--- src/core/spf_pkg.sv ---
// Shared constants and types for the serial peripheral block with queues
package spf_pkg;

  // ****************************************
  // Register map, byte addresses
  // ****************************************
  localparam logic [7:0] OFF_CTRL1  = 8'h00;
  localparam logic [7:0] OFF_CTRL2  = 8'h04;
  localparam logic [7:0] OFF_BAUD   = 8'h08;
  localparam logic [7:0] OFF_STATUS = 8'h0c;
  localparam logic [7:0] OFF_DATA   = 8'h10;
  localparam logic [7:0] OFF_QCTRL  = 8'h14;
  localparam logic [7:0] OFF_ICLR   = 8'h18;

  // ****************************************
  // Field positions
  // ****************************************
  localparam int C1_LSB = 0, C1_SOE = 1, C1_CLOCK_PHASE_SEL = 2, C1_CLOCK_POLARITY_SEL = 3;
  localparam int C1_CONTROLLER_SELECT = 4, C1_TXIE = 5, C1_EN = 6, C1_RXIE = 7;
  localparam int C2_SWSEL = 0, C2_SWOE = 3, C2_FDE = 4, C2_W16 = 6;
  localparam int BR_DIV_LSB = 0, BR_PRE_LSB = 4;
  localparam int SB_TNE = 2, SB_RNF = 3, SB_MODE_FAULT_FLAG = 4, SB_TXE = 5, SB_RXF = 7;
  localparam int QC_QMODE = 0, QC_RNF_IEN = 1, QC_TNE_IEN = 2, QC_MANCLR = 3;
  localparam int QC_RNF_MARK = 4, QC_TNE_MARK = 5;
  localparam int IC_RXOVF = 4, IC_TXOVF = 5, IC_RXERR = 6, IC_TXERR = 7;

  // ****************************************
  // Reset values and counts
  // ****************************************
  localparam logic [7:0] RST_CTRL1 = 8'h00;
  localparam logic [7:0] RST_CTRL2 = 8'h00;
  localparam logic [7:0] RST_BAUD  = 8'h00;
  localparam logic [7:0] RST_QCTRL = 8'h00;
  localparam logic [7:0] RST_ICLR  = 8'h00;
  localparam int         QUEUE_DEPTH = 8;
  localparam logic [3:0] QUEUE_LIMIT = 4'h8;
  localparam logic [3:0] CAP_WORDS16 = 4'h4;
  localparam logic [3:0] CAP_SINGLE  = 4'h1;
  localparam logic [4:0] TNE_MARK_LO = 5'h02;
  localparam logic [4:0] TNE_MARK_HI = 5'h04;
  localparam logic [4:0] RNF_MARK_LO = 5'h06;
  localparam logic [4:0] RNF_MARK_HI = 5'h04;
  localparam logic [3:0] DIV_MAX     = 4'h8;
  localparam logic [5:0] EDGES_8     = 6'h10;
  localparam logic [5:0] EDGES_16    = 6'h20;

  localparam logic [1:0] RESP_OKAY   = 2'b00;
  localparam logic [1:0] RESP_SLVERR = 2'b10;

  typedef enum logic [1:0] {
    XS_IDLE  = 2'b00,
    XS_LEAD  = 2'b01,
    XS_XFER  = 2'b10,
    XS_TRAIL = 2'b11
  } spf_state_t;

endpackage

--- src/core/spf_core.sv ---
// Serial peripheral unit with queues, master engine and AXI4-Lite registers
//
// The AXI4-Lite slave port and the register addresses are this design's own decisions.
`timescale 1ns/1ns

module spf_core (
  input  wire logic        aclk,
  input  wire logic        aresetn,
  input  wire logic [7:0]  s_axi_awaddr,
  input  wire logic        s_axi_awvalid,
  output logic             s_axi_awready,
  input  wire logic [31:0] s_axi_wdata,
  input  wire logic [3:0]  s_axi_wstrb,
  input  wire logic        s_axi_wvalid,
  output logic             s_axi_wready,
  output logic [1:0]       s_axi_bresp,
  output logic             s_axi_bvalid,
  input  wire logic        s_axi_bready,
  input  wire logic [7:0]  s_axi_araddr,
  input  wire logic        s_axi_arvalid,
  output logic             s_axi_arready,
  output logic [31:0]      s_axi_rdata,
  output logic [1:0]       s_axi_rresp,
  output logic             s_axi_rvalid,
  input  wire logic        s_axi_rready,
  input  wire logic        select_n_in,
  output logic             select_n_out,
  output logic             select_n_oe,
  output logic             serial_clock_out,
  output logic             serial_clock_oe,
  input  wire logic        mosi_in,
  output logic             mosi_out,
  output logic             mosi_oe,
  input  wire logic        miso_in,
  output logic             miso_out,
  output logic             miso_oe,
  output logic             spi_irq
);

  // ****************************************
  // Helpers
  // ****************************************
  // Known register word; shared by read and write decode
  function automatic logic addr_known(input logic [7:0] a);
    logic [7:0] w;
    w = {a[7:2], 2'b00};
    return (w == spf_pkg::OFF_CTRL1) || (w == spf_pkg::OFF_CTRL2) || (w == spf_pkg::OFF_BAUD) ||
           (w == spf_pkg::OFF_STATUS) || (w == spf_pkg::OFF_DATA) || (w == spf_pkg::OFF_QCTRL) ||
           (w == spf_pkg::OFF_ICLR);
  endfunction

  function automatic logic [15:0] shift_in(input logic [15:0] s, input logic b, input logic lsb,
                                           input logic w16);
    logic [15:0] r;
    r = {s[14:0], b};
    if (lsb && w16) begin
      r = {b, s[15:1]};
    end else if (lsb) begin
      r = {8'h00, b, s[7:1]};
    end
    return r;
  endfunction

  function automatic logic out_bit(input logic [15:0] s, input logic lsb, input logic w16);
    return lsb ? s[0] : (w16 ? s[15] : s[7]);
  endfunction

  // ****************************************
  // Registers and decoded controls
  // ****************************************
  logic [7:0]  ctrl1_ff, ctrl2_ff, baud_ff, qctrl_ff;
  logic        mode_fault_flag_ff, mode_fault_flag_armed_ff;
  logic        tx_ovf_ff, rx_ovf_ff, tx_err_ff, rx_err_ff;
  logic [3:0]  pend_ff, flag_prev_ff;
  logic [16:0] cfg_prev_ff;
  logic [2:0]  sy1_ff, sy2_ff;
  logic [7:0]  aw_addr_ff, rd_addr;
  logic [31:0] w_data_ff;
  logic [3:0]  w_strb_ff;

  wire serial_enable        = ctrl1_ff[spf_pkg::C1_EN];
  wire controller_select    = ctrl1_ff[spf_pkg::C1_CONTROLLER_SELECT];
  wire clock_polarity_sel   = ctrl1_ff[spf_pkg::C1_CLOCK_POLARITY_SEL];
  wire clock_phase_sel      = ctrl1_ff[spf_pkg::C1_CLOCK_PHASE_SEL];
  wire select_output_enable = ctrl1_ff[spf_pkg::C1_SOE];
  wire lsb_first_select     = ctrl1_ff[spf_pkg::C1_LSB];
  wire rx_fault_irq_enable  = ctrl1_ff[spf_pkg::C1_RXIE];
  wire tx_irq_enable        = ctrl1_ff[spf_pkg::C1_TXIE];
  wire fault_detect_enable  = ctrl2_ff[spf_pkg::C2_FDE];
  wire single_wire_select   = ctrl2_ff[spf_pkg::C2_SWSEL];
  wire single_wire_output_enable = ctrl2_ff[spf_pkg::C2_SWOE];
  wire word_length_select   = ctrl2_ff[spf_pkg::C2_W16];
  wire queue_mode_enable    = qctrl_ff[spf_pkg::QC_QMODE];
  wire manual_irq_clear_select = qctrl_ff[spf_pkg::QC_MANCLR];
  wire [2:0] rate_prescale_bits = baud_ff[spf_pkg::BR_PRE_LSB +: 3];
  wire [3:0] rate_divisor_bits  = baud_ff[spf_pkg::BR_DIV_LSB +: 4];

  // Synchronised pins: [0] select, [1] mosi, [2] miso; only stage two is read
  wire ss_s   = sy2_ff[0];
  wire rx_pin = single_wire_select ? sy2_ff[1] : sy2_ff[2];
  wire master_on = serial_enable && controller_select;

  // ****************************************
  // Bus handshake terms
  // ****************************************
  wire wr_go = !s_axi_awready && !s_axi_wready && !s_axi_bvalid;
  wire rd_go = s_axi_arvalid && s_axi_arready;
  wire [7:0] wr_word = {aw_addr_ff[7:2], 2'b00};
  assign rd_addr = {s_axi_araddr[7:2], 2'b00};
  wire wr_ok = wr_go && addr_known(aw_addr_ff) && w_strb_ff[0];
  wire wr_c1 = wr_ok && (wr_word == spf_pkg::OFF_CTRL1);
  wire rd_st = rd_go && (rd_addr == spf_pkg::OFF_STATUS);
  wire rd_ic = rd_go && (rd_addr == spf_pkg::OFF_ICLR);

  // ****************************************
  // Queues
  // ****************************************
  logic [15:0] tq_mem [spf_pkg::QUEUE_DEPTH];
  logic [15:0] rq_mem [spf_pkg::QUEUE_DEPTH];
  logic [2:0]  tw_ff, tr_ff, rw_ff, rr_ff;
  logic [3:0]  tcnt_ff, rcnt_ff;
  logic [15:0] rx_word_ff;
  logic        done_ff;
  spf_pkg::spf_state_t st_ff;

  // One-entry buffers unless queue mode; word mode halves the byte queue
  wire [3:0] cap = queue_mode_enable ? (word_length_select ? spf_pkg::CAP_WORDS16 : spf_pkg::QUEUE_LIMIT)
                                     : spf_pkg::CAP_SINGLE;
  wire tx_err = tcnt_ff > spf_pkg::QUEUE_LIMIT;
  wire rx_err = rcnt_ff > spf_pkg::QUEUE_LIMIT;
  wire tx_req = wr_ok && (wr_word == spf_pkg::OFF_DATA);
  wire tx_push = tx_req && (tcnt_ff < cap);
  wire tx_ovf  = tx_req && !(tcnt_ff < cap) && queue_mode_enable;
  wire rx_push = done_ff && (rcnt_ff < cap);
  wire rx_ovf  = done_ff && !(rcnt_ff < cap) && queue_mode_enable;
  wire rx_pop  = rd_go && (rd_addr == spf_pkg::OFF_DATA) && (rcnt_ff != 4'h0);
  wire [15:0] tx_word = {(word_length_select && w_strb_ff[1]) ? w_data_ff[15:8] : 8'h00, w_data_ff[7:0]};

  // Reconfiguration watch: any change here while master aborts the transfer
  wire [16:0] cfg_now = {clock_polarity_sel, clock_phase_sel, select_output_enable, lsb_first_select,
                         fault_detect_enable, single_wire_select, single_wire_select && single_wire_output_enable,
                         word_length_select, queue_mode_enable, baud_ff};
  wire mode_fault_flag_evt = master_on && fault_detect_enable && !select_output_enable && !ss_s;
  wire abort = mode_fault_flag_evt || (controller_select && (cfg_now != cfg_prev_ff)) || !serial_enable;
  wire start = (st_ff == spf_pkg::XS_IDLE) && master_on && (tcnt_ff != 4'h0) && !abort;
  wire tx_pop = start;

  // Transmit queue storage and pointers; overflowing writes are dropped
  always_ff @(posedge aclk) begin
    if (!aresetn || tx_err) begin
      tw_ff   <= 3'h0;
      tr_ff   <= 3'h0;
      tcnt_ff <= 4'h0;
    end else begin
      if (tx_push) begin
        tq_mem[tw_ff] <= tx_word;
        tw_ff         <= tw_ff + 3'h1;
      end
      if (tx_pop) begin
        tr_ff <= tr_ff + 3'h1;
      end
      tcnt_ff <= tcnt_ff + {3'h0, tx_push} - {3'h0, tx_pop};
    end
  end

  // Receive queue; a word arriving to a full queue is lost
  always_ff @(posedge aclk) begin
    if (!aresetn || rx_err) begin
      rw_ff   <= 3'h0;
      rr_ff   <= 3'h0;
      rcnt_ff <= 4'h0;
    end else begin
      if (rx_push) begin
        rq_mem[rw_ff] <= rx_word_ff;
        rw_ff         <= rw_ff + 3'h1;
      end
      if (rx_pop) begin
        rr_ff <= rr_ff + 3'h1;
      end
      rcnt_ff <= rcnt_ff + {3'h0, rx_push} - {3'h0, rx_pop};
    end
  end

  // ****************************************
  // Status flags
  // ****************************************
  wire [4:0] tx_bytes = word_length_select ? {tcnt_ff, 1'b0} : {1'b0, tcnt_ff};
  wire [4:0] rx_bytes = word_length_select ? {rcnt_ff, 1'b0} : {1'b0, rcnt_ff};
  wire rx_buffer_full_flag  = rcnt_ff != 4'h0;
  wire tx_buffer_empty_flag = tcnt_ff == 4'h0;
  wire tx_nearly_empty_flag = queue_mode_enable &&
       (tx_bytes <= (qctrl_ff[spf_pkg::QC_TNE_MARK] ? spf_pkg::TNE_MARK_HI : spf_pkg::TNE_MARK_LO));
  wire rx_nearly_full_flag = queue_mode_enable &&
       (rx_bytes >= (qctrl_ff[spf_pkg::QC_RNF_MARK] ? spf_pkg::RNF_MARK_HI : spf_pkg::RNF_MARK_LO));
  wire [3:0] flags = {tx_nearly_empty_flag, rx_nearly_full_flag, tx_buffer_empty_flag, rx_buffer_full_flag};
  wire [3:0] ien   = {tx_irq_enable && qctrl_ff[spf_pkg::QC_TNE_IEN] && queue_mode_enable,
                      rx_fault_irq_enable && qctrl_ff[spf_pkg::QC_RNF_IEN] && queue_mode_enable,
                      tx_irq_enable, rx_fault_irq_enable};

  // ****************************************
  // Control registers
  // ****************************************
  // Fault clears master select over any software write in the same cycle
  always_ff @(posedge aclk) begin
    if (!aresetn) begin
      ctrl1_ff <= spf_pkg::RST_CTRL1;
      ctrl2_ff <= spf_pkg::RST_CTRL2;
      baud_ff  <= spf_pkg::RST_BAUD;
      qctrl_ff <= spf_pkg::RST_QCTRL;
    end else begin
      if (wr_c1) begin
        ctrl1_ff <= w_data_ff[7:0];
      end
      if (wr_ok && (wr_word == spf_pkg::OFF_CTRL2)) begin
        ctrl2_ff <= w_data_ff[7:0];
      end
      if (wr_ok && (wr_word == spf_pkg::OFF_BAUD)) begin
        baud_ff <= {1'b0, w_data_ff[6:0]};
      end
      if (wr_ok && (wr_word == spf_pkg::OFF_QCTRL)) begin
        qctrl_ff <= {2'b00, w_data_ff[5:0]};
      end
      if (mode_fault_flag_evt) begin
        ctrl1_ff[spf_pkg::C1_CONTROLLER_SELECT] <= 1'b0;
      end
    end
  end

  // Mode fault flag: cleared by status read then control write; a new fault wins
  always_ff @(posedge aclk) begin
    if (!aresetn || tx_err || rx_err) begin
      mode_fault_flag_ff       <= 1'b0;
      mode_fault_flag_armed_ff <= 1'b0;
    end else begin
      if (rd_st && mode_fault_flag_ff) begin
        mode_fault_flag_armed_ff <= 1'b1;
      end else if (wr_c1) begin
        mode_fault_flag_armed_ff <= 1'b0;
      end
      if (mode_fault_flag_evt) begin
        mode_fault_flag_ff <= 1'b1;
      end else if (wr_c1 && mode_fault_flag_armed_ff) begin
        mode_fault_flag_ff <= 1'b0;
      end
    end
  end

  // Overflow and error flags; a read clears only what it saw, new events win
  always_ff @(posedge aclk) begin
    if (!aresetn) begin
      {tx_err_ff, rx_err_ff, tx_ovf_ff, rx_ovf_ff} <= spf_pkg::RST_ICLR[7:4];
    end else begin
      tx_ovf_ff <= tx_ovf || (tx_ovf_ff && !rd_ic);
      rx_ovf_ff <= rx_ovf || (rx_ovf_ff && !rd_ic);
      tx_err_ff <= tx_err || (tx_err_ff && !rd_ic);
      rx_err_ff <= rx_err || (rx_err_ff && !rd_ic);
    end
  end

  // Interrupt request; manual mode latches flag rises until write-one clear
  wire [3:0] clr_bits = (wr_ok && (wr_word == spf_pkg::OFF_ICLR) && manual_irq_clear_select)
                        ? w_data_ff[3:0] : 4'h0;
  always_ff @(posedge aclk) begin
    if (!aresetn) begin
      pend_ff      <= 4'h0;
      flag_prev_ff <= 4'h0;
      spi_irq      <= 1'b0;
    end else begin
      flag_prev_ff <= flags;
      pend_ff      <= (pend_ff & ~clr_bits) | (flags & ~flag_prev_ff);
      spi_irq      <= (|((manual_irq_clear_select ? pend_ff : flags) & ien)) ||
                      (mode_fault_flag_ff && rx_fault_irq_enable);
    end
  end

  // ****************************************
  // Master transfer engine
  // ****************************************
  logic [11:0] bcnt_ff;
  logic [5:0]  eidx_ff;
  logic [15:0] sh_ff;
  logic        rxb_ff, sck_lvl_ff;

  wire [3:0]  div_eff  = (rate_divisor_bits > spf_pkg::DIV_MAX) ? spf_pkg::DIV_MAX : rate_divisor_bits;
  wire [11:0] half_cyc = 12'({8'h00, 1'b0, rate_prescale_bits} + 12'h001) << div_eff;
  wire        tick     = bcnt_ff == (half_cyc - 12'h001);
  wire [5:0]  nedges   = word_length_select ? spf_pkg::EDGES_16 : spf_pkg::EDGES_8;
  wire [5:0]  e_num    = eidx_ff + 6'h01;
  wire        edge_now = tick && ((st_ff == spf_pkg::XS_LEAD) || (st_ff == spf_pkg::XS_XFER));
  wire        samp     = e_num[0] ^ clock_phase_sel;
  wire        do_shift = edge_now && !samp && !(clock_phase_sel && (e_num == 6'h01));
  wire [15:0] sh_fin   = clock_phase_sel ? shift_in(sh_ff, rxb_ff, lsb_first_select, word_length_select) : sh_ff;

  // Half-period timer; idle holds it at zero so the lead delay is exact
  always_ff @(posedge aclk) begin
    if (!aresetn || (st_ff == spf_pkg::XS_IDLE) || tick) begin
      bcnt_ff <= 12'h000;
    end else begin
      bcnt_ff <= bcnt_ff + 12'h001;
    end
  end

  // Sequencer: lead half period, 2n edges, trailing half period
  always_ff @(posedge aclk) begin
    if (!aresetn) begin
      st_ff      <= spf_pkg::XS_IDLE;
      eidx_ff    <= 6'h00;
      sck_lvl_ff <= 1'b0;
      done_ff    <= 1'b0;
    end else begin
      done_ff <= 1'b0;
      if (abort) begin
        st_ff      <= spf_pkg::XS_IDLE;
        sck_lvl_ff <= 1'b0;
      end else begin
        unique case (st_ff)
          spf_pkg::XS_IDLE: begin
            eidx_ff <= 6'h00;
            if (start) begin
              st_ff <= spf_pkg::XS_LEAD;
            end
          end
          spf_pkg::XS_LEAD, spf_pkg::XS_XFER: begin
            if (tick) begin
              eidx_ff    <= e_num;
              sck_lvl_ff <= ~sck_lvl_ff;
              st_ff      <= (e_num == nedges) ? spf_pkg::XS_TRAIL : spf_pkg::XS_XFER;
            end
          end
          spf_pkg::XS_TRAIL: begin
            if (tick) begin
              st_ff   <= spf_pkg::XS_IDLE;
              done_ff <= 1'b1;
            end
          end
        endcase
      end
    end
  end

  // Shifter: load on start, sample and shift on alternate edges
  always_ff @(posedge aclk) begin
    if (!aresetn) begin
      sh_ff      <= 16'h0000;
      rxb_ff     <= 1'b0;
      rx_word_ff <= 16'h0000;
    end else begin
      if (start) begin
        sh_ff <= tq_mem[tr_ff];
      end else if (do_shift) begin
        sh_ff <= shift_in(sh_ff, rxb_ff, lsb_first_select, word_length_select);
      end
      if (edge_now && samp) begin
        rxb_ff <= rx_pin;
      end
      if ((st_ff == spf_pkg::XS_TRAIL) && tick) begin
        rx_word_ff <= word_length_select ? sh_fin : {8'h00, sh_fin[7:0]};
      end
    end
  end

  // ****************************************
  // Pins
  // ****************************************
  // Two-stage synchronisers for pins arriving from outside this clock
  always_ff @(posedge aclk) begin
    if (!aresetn) begin
      sy1_ff      <= 3'h7;
      sy2_ff      <= 3'h7;
      cfg_prev_ff <= 17'h00000;
    end else begin
      sy1_ff      <= {miso_in, mosi_in, select_n_in};
      sy2_ff      <= sy1_ff;
      cfg_prev_ff <= cfg_now;
    end
  end

  // Pin drivers; target shifting is not built, so MISO stays released
  always_ff @(posedge aclk) begin
    if (!aresetn) begin
      serial_clock_out <= 1'b0;
      serial_clock_oe  <= 1'b0;
      mosi_out         <= 1'b0;
      mosi_oe          <= 1'b0;
      miso_out         <= 1'b0;
      miso_oe          <= 1'b0;
      select_n_out     <= 1'b1;
      select_n_oe      <= 1'b0;
    end else begin
      serial_clock_out <= clock_polarity_sel ^ sck_lvl_ff;
      serial_clock_oe  <= master_on;
      mosi_out         <= out_bit(sh_ff, lsb_first_select, word_length_select);
      mosi_oe          <= master_on && (!single_wire_select || single_wire_output_enable);
      miso_out         <= 1'b0;
      miso_oe          <= 1'b0;
      select_n_out     <= st_ff == spf_pkg::XS_IDLE;
      select_n_oe      <= master_on && fault_detect_enable && select_output_enable;
    end
  end

  // ****************************************
  // AXI4-Lite slave
  // ****************************************
  logic [31:0] rd_val;

  // Read data select; clear bits always return zero
  always_comb begin
    rd_val = 32'h0000_0000;
    unique case (rd_addr)
      spf_pkg::OFF_CTRL1:  rd_val[7:0] = ctrl1_ff;
      spf_pkg::OFF_CTRL2:  rd_val[7:0] = ctrl2_ff;
      spf_pkg::OFF_BAUD:   rd_val[7:0] = baud_ff;
      spf_pkg::OFF_STATUS: begin
        rd_val[spf_pkg::SB_RXF]  = rx_buffer_full_flag;
        rd_val[spf_pkg::SB_TXE]  = tx_buffer_empty_flag;
        rd_val[spf_pkg::SB_MODE_FAULT_FLAG] = mode_fault_flag_ff;
        rd_val[spf_pkg::SB_RNF]  = rx_nearly_full_flag;
        rd_val[spf_pkg::SB_TNE]  = tx_nearly_empty_flag;
      end
      spf_pkg::OFF_DATA:   rd_val[15:0] = rx_buffer_full_flag ? rq_mem[rr_ff] : 16'h0000;
      spf_pkg::OFF_QCTRL:  rd_val[7:0] = qctrl_ff;
      spf_pkg::OFF_ICLR:   rd_val[7:0] = {tx_err_ff, rx_err_ff, tx_ovf_ff, rx_ovf_ff, 4'h0};
      default:             rd_val = 32'h0000_0000;
    endcase
  end

  // Write channels: address and data taken independently, answered together
  always_ff @(posedge aclk) begin
    if (!aresetn) begin
      s_axi_awready <= 1'b1;
      s_axi_wready  <= 1'b1;
      s_axi_bvalid  <= 1'b0;
      s_axi_bresp   <= spf_pkg::RESP_OKAY;
      aw_addr_ff    <= 8'h00;
      w_data_ff     <= 32'h0000_0000;
      w_strb_ff     <= 4'h0;
    end else begin
      if (s_axi_awvalid && s_axi_awready) begin
        aw_addr_ff    <= s_axi_awaddr;
        s_axi_awready <= 1'b0;
      end
      if (s_axi_wvalid && s_axi_wready) begin
        w_data_ff    <= s_axi_wdata;
        w_strb_ff    <= s_axi_wstrb;
        s_axi_wready <= 1'b0;
      end
      if (wr_go) begin
        s_axi_bvalid <= 1'b1;
        s_axi_bresp  <= addr_known(aw_addr_ff) ? spf_pkg::RESP_OKAY : spf_pkg::RESP_SLVERR;
      end
      if (s_axi_bvalid && s_axi_bready) begin
        s_axi_bvalid  <= 1'b0;
        s_axi_awready <= 1'b1;
        s_axi_wready  <= 1'b1;
      end
    end
  end

  // Read channel: data registered one cycle after the address is taken
  always_ff @(posedge aclk) begin
    if (!aresetn) begin
      s_axi_arready <= 1'b1;
      s_axi_rvalid  <= 1'b0;
      s_axi_rdata   <= 32'h0000_0000;
      s_axi_rresp   <= spf_pkg::RESP_OKAY;
    end else begin
      if (rd_go) begin
        s_axi_arready <= 1'b0;
        s_axi_rvalid  <= 1'b1;
        s_axi_rdata   <= rd_val;
        s_axi_rresp   <= addr_known(s_axi_araddr) ? spf_pkg::RESP_OKAY : spf_pkg::RESP_SLVERR;
      end else if (s_axi_rvalid && s_axi_rready) begin
        s_axi_rvalid  <= 1'b0;
        s_axi_arready <= 1'b1;
      end
    end
  end

endmodule // spf_core

--- config.mk ---
export PLATFORM = sky130hd
export DESIGN_NAME = spf_core
export DESIGN_NICKNAME = d
export VERILOG_FILES = /design/src/core/spf_pkg.sv /design/src/core/spf_core.sv
export SDC_FILE = /design/constraint.sdc
export NUM_CORES = 1
export LEC_CHECK = 0
export BUFFER_PORTS_ARGS = -buffer_cell sky130_fd_sc_hd__buf_2
export CAP_MARGIN = 0
export CORE_UTILIZATION = 39
export CTS_BUF_LIST = sky130_fd_sc_hd__clkbuf_8
export DETAILED_ROUTE_END_ITERATION = 8
export GPL_ROUTABILITY_DRIVEN = 0
export PLACE_DENSITY_LB_ADDON = 0.05
export SETUP_SLACK_MARGIN = 0.5
export SYNTH_ARGS = -nofsm -noshare
export SYNTH_HDL_FRONTEND = slang
export SYNTH_SLANG_ARGS = --single-unit
--- constraint.sdc ---
create_clock -name aclk -period 12.3 [get_ports aclk]
set_input_delay 2.46 -clock aclk [delete_from_list [all_inputs] [get_ports aclk]]
set_output_delay 2.46 -clock aclk [all_outputs]
set_load 0.01 [all_outputs]
# Yosys cells after proc, flatten, opt, wreduce, memory -nomap -nowiden
# Memory sizes are Yosys's and may differ from the RTL's. A register that Yosys moved wholly into a read port is not among the register bits.
# Cells that the tools add are included.
[word_totals]
register_bits = 198
ramBits = 256
input_bits = 62
output_inout_bits = 50
memories = 2
[classes]
add_sub_neg = 12
order_cmp = 7
n_eq_ne = 22
shifts = 1
mux = 54
bitwise = 12
reduce_logical = 120
[mem_list]
columns = ["memory", "words", "width", "read_ports", "rd_ports_with_merged_regs", "write_ports", "line_no", "text"]
rows = [
  ["rq_mem", 8, 16, 1, 1, 1, "spf_core.sv:119", "logic [15:0] rq_mem [spf_pkg::QUEUE_DEPTH];"],
  ["tq_mem", 8, 16, 1, 1, 1, "spf_core.sv:118", "logic [15:0] tq_mem [spf_pkg::QUEUE_DEPTH];"],
]
[op_table]
columns = ["cell", "n"]
rows = [
  ["two-way mux 16 bit", 7],
  ["logical AND 1 bit", 58],
  ["equality test 6 x 3 -> 1 bit, second input constant", 6],
  ["case mux 4 bit (7 select lines)", 1],
  ["logical OR 1 bit", 26],
  ["equality test 6 x 2 -> 1 bit, second input constant", 4],
  ["two-way mux 4 bit", 5],
  ["two-way mux 1 bit", 19],
  ["equality test 6 x 1 -> 1 bit, second input constant", 3],
  ["zero test 8 bit", 2],
  ["two-way mux 8 bit", 2],
  ["inequality test 16 bit", 1],
  ["two-way mux 3 bit", 5],
  ["zero test 1 bit", 14],
  ["adder 12 x 1 -> 12 bit, second input constant", 1],
  ["adder 3 x 1 -> 3 bit, second input constant", 4],
  ["bitwise AND 4 bit", 3],
  ["equality test 12 bit", 1],
  ["greater-than comparator 4 bit, second input constant", 3],
  ["zero test 6 bit", 2],
  ["two-way mux 2 bit", 6],
  ["two-way mux 6 bit", 2],
  ["case mux 6 bit (2 select lines)", 1],
  ["left shift 4 x 4 -> 12 bit", 1],
  ["other kinds (29)", 51],
]

# Logic depth before layout (Yosys ltp)
[logic_depth]
word_depth = 15
ltp_mapped = 18
mapped_depth_nobuf = 15

# Least setup slack after synthesis
# OpenSTA, ideal clock, no wires.
[synth_timing]
path_type = "input port to flip-flop"
start = "in s_axi_araddr[5]"
end = "reg rcnt_ff[2]"
setup_ns = 0.128
arrival_ns = 5.162
path_slack_ns = 7.010
path_stages = 13
cell_sequence = "or3_1 -> clkbuf_1 -> or2_2 -> nand3b_1 -> nor2_1 -> clkbuf_1 -> ha_1 -> inv_1 -> ha_1 -> inv_1 -> fa_1 -> xor2_1 -> nor2_1"
[synth_between]
elab_chain_cells = 4
[synth_rtl]
columns = ["element", "line_no", "text"]
rows = [
  ["start, declared", "spf_core.sv:19", "input wire logic [7:0] s_axi_araddr,"],
  ["equality test 6 x 3 -> 1 bit", "spf_core.sv:136", "wire rx_pop = rd_go && (rd_addr == spf_pkg::OFF_DATA) && (rcnt_ff != 4'h0);"],
  ["logical AND 1 bit (2 in series)", "spf_core.sv:136", ""],
  ["net rx_pop", "spf_core.sv:136", ""],
  ["subtractor 4 x 1 -> 4 bit", "spf_core.sv:180", "rcnt_ff <= rcnt_ff + {3'h0, rx_push} - {3'h0, rx_pop};"],
  ["end signal, assigned", "spf_core.sv:180", ""],
  ["end, declared", "spf_core.sv:121", "logic [3:0] tcnt_ff, rcnt_ff;"],
]
# The timed path passes the listed nets, and every way through them passes these cells.
# A chain may end at the register's enable or synchronous reset.

# Worst setup path in the final report
[layout_timing]
start = "in s_axi_araddr[5]"
end = "reg rcnt_ff[3]"
[layout_between]
elab_chain_cells = 4
[layout_rtl]
columns = ["element", "line_no"]
rows = [
  ["equality test 6 x 3 -> 1 bit", "spf_core.sv:136"],
  ["logical AND 1 bit (2 in series)", "spf_core.sv:136"],
  ["subtractor 4 x 1 -> 4 bit", "spf_core.sv:180"],
]
# No other way between the ends.

==> run summary <==
Hold Path Class - flip-flop to flip-flop
DR WL/cell - 19.9 um
CP max stage delay - 0.58 ns
total of max-cap violations - 0
PortBufs - 69
die area - 51,700 um^2
period utilisation layout - 0.398
Power Dens Cells - 134 nW/um^2
Pre-antenna DRT Iters - 5
Clk pin slew, worst setup/hold paths - 0.05 ns
syn avg cell area - 12.5 um^2
Gate Count Post-Synth - 1,589
CP Max Fanout - 10
Detailed Route WL - 48.0 mm
DR DRC count - 0
Peak VDD IR - 0.0000797 V
Clock Skews - 0.0270 ns
P_leak - 8.22 nW
Sum Neg Setup Slack - 0 ns
total core area - 50,100 um^2
Mapped Area - 19,800 um^2
flops & latches, synth - 456
pin count of the biggest net entering global routing - 68
total placed cells including tap cells - 2,270
vias in the first global route - 12,500
PnR worst setup slack - 7.40 ns
CTS Buf Count - 81
Yosys warning count - 0
CP Launch Type - input port
# clock sinks - 456
nets@finish - 1,775
DRT antenna net count - 0
chip height - 227 um
Cell Count, Final, Fillers Out - 2,417
Total GRT Usage - 0.192
RSZ-0062 raised after global routing - false
highest clock rate - 204 MHz
hold buffer count at cts - 0
IO Count - 112
most common cell after layout, fill and taps aside - edfxtp_1
via/cell ratio - 5.20
H-tree lvl count - 3
vias post-DR - 12,600
post-cts resize count - 0
Top delay family on crit path - simple AND/OR/NAND/NOR gates
kind of critical path - input port to flip-flop
relative slew slack - 0.405
slowest CP cell - or3_1
Netlist cell types - 85
worst skew pair latency - 0.68 ns
gr ovfl total - 0
most used flip-flop cell after synthesis - edfxtp_1
Buf/Inv on CP - 2
Initial Util - 0.395
Clock Tree Root - clkbuf_8
Tmin final - 4.90 ns
status - completed
ant diodes - 0
Critical Path RT - 12.84 ns
CTS tree - done
Seq/Total Area, Yosys - 0.591
slew of the pin with the lowest slew margin - 0.889 ns
fin. max-slew vios - 0
pre-CTS setup slack - 6.65 ns
Worst EP arrival - 5.43 ns
Power, Total - 2.99 mW
initial drt markers - 748
Final Hold Viols - 0
most frequent cells in the layout - edfxtp_1, dfxtp_1, nor2_1
share of cells above drive strength 1 - 0.178
FFs w/ async S/R, synth - 0
Clock Tree Buf Depth - 3
area delta synth->final - 12.8%
row count - 82
critical path endpoint category - flip-flop
postcts setup bufs - 0
die width - 227 um
crit path cell chain - buf_2, or3_1, or2_2, nand3b_1, nor2_1, ha_1, inv_1, ha_1, a21o_1, a21oi_1, xnor2_1, nor2_1
initial antenna violation count - 0
DP Wirelength - 31.1 mm
first-pass GRT wire length - 74.0 mm
Setup Viol. Count Final - 0
EDFF count, synth - 256
final cells by class:
type                    instances  area (um^2)
well taps                     672          841
repair buffers                103          601
flip-flops and latches        456        11700
fillers                      4726        27700
multi-input cells             996         7490
clock inverters                57          298
inverters                      43          163
clock buffers                  90         1240
cell families after synthesis:
family | count (synthesis) | share of synthesized area
XOR/XNOR | 55 | 0.0253
flip-flops | 456 | 0.591
AND/OR/NAND/NOR | 471 | 0.114
buffers and inverters | 156 | 0.0353
adder cells (fa/ha/maj) | 32 | 0.0210
other | 1 | 0.000189
multiplexers | 181 | 0.133
AO/OA/AOI/OAI | 237 | 0.0800
sequential cells by signal, indices dropped and copies added, names as in the netlist, 7 cells and up, named ones only:
signal       flops
rq_mem         128
tq_mem         128
cfg_prev_ff     16
rx_word_ff      16
s_axi_rdata     16
sh_ff           16
w_data_ff       16
bcnt_ff         12
ctrl1_ff         8
ctrl2_ff         8
baud_ff          7
cells in the mapped netlist, drive strengths merged (5+ instances only):
cell type	count	share of area
nand2	137	0.026
nor3	22	0.0056
and3	26	0.0085
a211oi	8	0.0033
o21ai	41	0.011
o22ai	5	0.0016
nand4	6	0.0019
or2	5	0.0016
a22oi	18	0.0068
o211ai	19	0.0072
mux2i	105	0.054
xnor2	26	0.012
nand3	50	0.013
and2	17	0.0055
or3	6	0.0019
ha	30	0.019
clkbuf	61	0.012
mux2	12	0.0068
buf	52	0.016
xor2	29	0.014
dfxtp	200	0.20
nor3b	10	0.0038
a31oi	19	0.0068
nor2	137	0.026
nand2b	19	0.0064
inv	43	0.0082
nor4	6	0.0030
nor2b	14	0.0044
a21oi	71	0.018
edfxtp	256	0.39
mux4	64	0.073
report_power, final:
part	internal [mW]	switching, mW	leakage [nW]
logic	0.0146	0.0348	3.03
registers	1.61	0.0114	4.29
clock network	0.682	0.639	0.909
total	2.30	0.685	8.22
final timing paths:
check	startpoint	end	slack (ns)	depth (start not counted)
setup / recovery	s_axi_araddr[5]	rcnt_ff[3]	7.40	12
setup reg to reg	baud_ff[1]	sh_ff[7]	7.95	9
hold / removal	sy1_ff[2]	sy2_ff[2]	0.40	1
hold reg to reg	sy1_ff[2]	sy2_ff[2]	0.40	1
through the flow:
step / instance area (um^2) / util / hold WS (ns)
after floorplan: 19900 / - / 0.386
after global placement: 20800 / 0.415 / 0.397
after detailed placement: 20800 / 0.415 / 0.398
after CTS: 22300 / 0.446 / 0.412
after global routing: 22300 / 0.446 / 0.424
final: 22300 / 0.446 / 0.403
routing by layer:
layer | GRT usage | share of wire | vias to the layer above
met5 | 0 | 0 | -
met4 | 0.0615 | 0.024 | 0
met3 | 0.0395 | 0.046 | 86
met2 | 0.307 | 0.46 | 275
met1 | 0.260 | 0.47 | 6170
li1 | - | - | 6048
No activity file was read; power rests on OpenSTA's default activity.
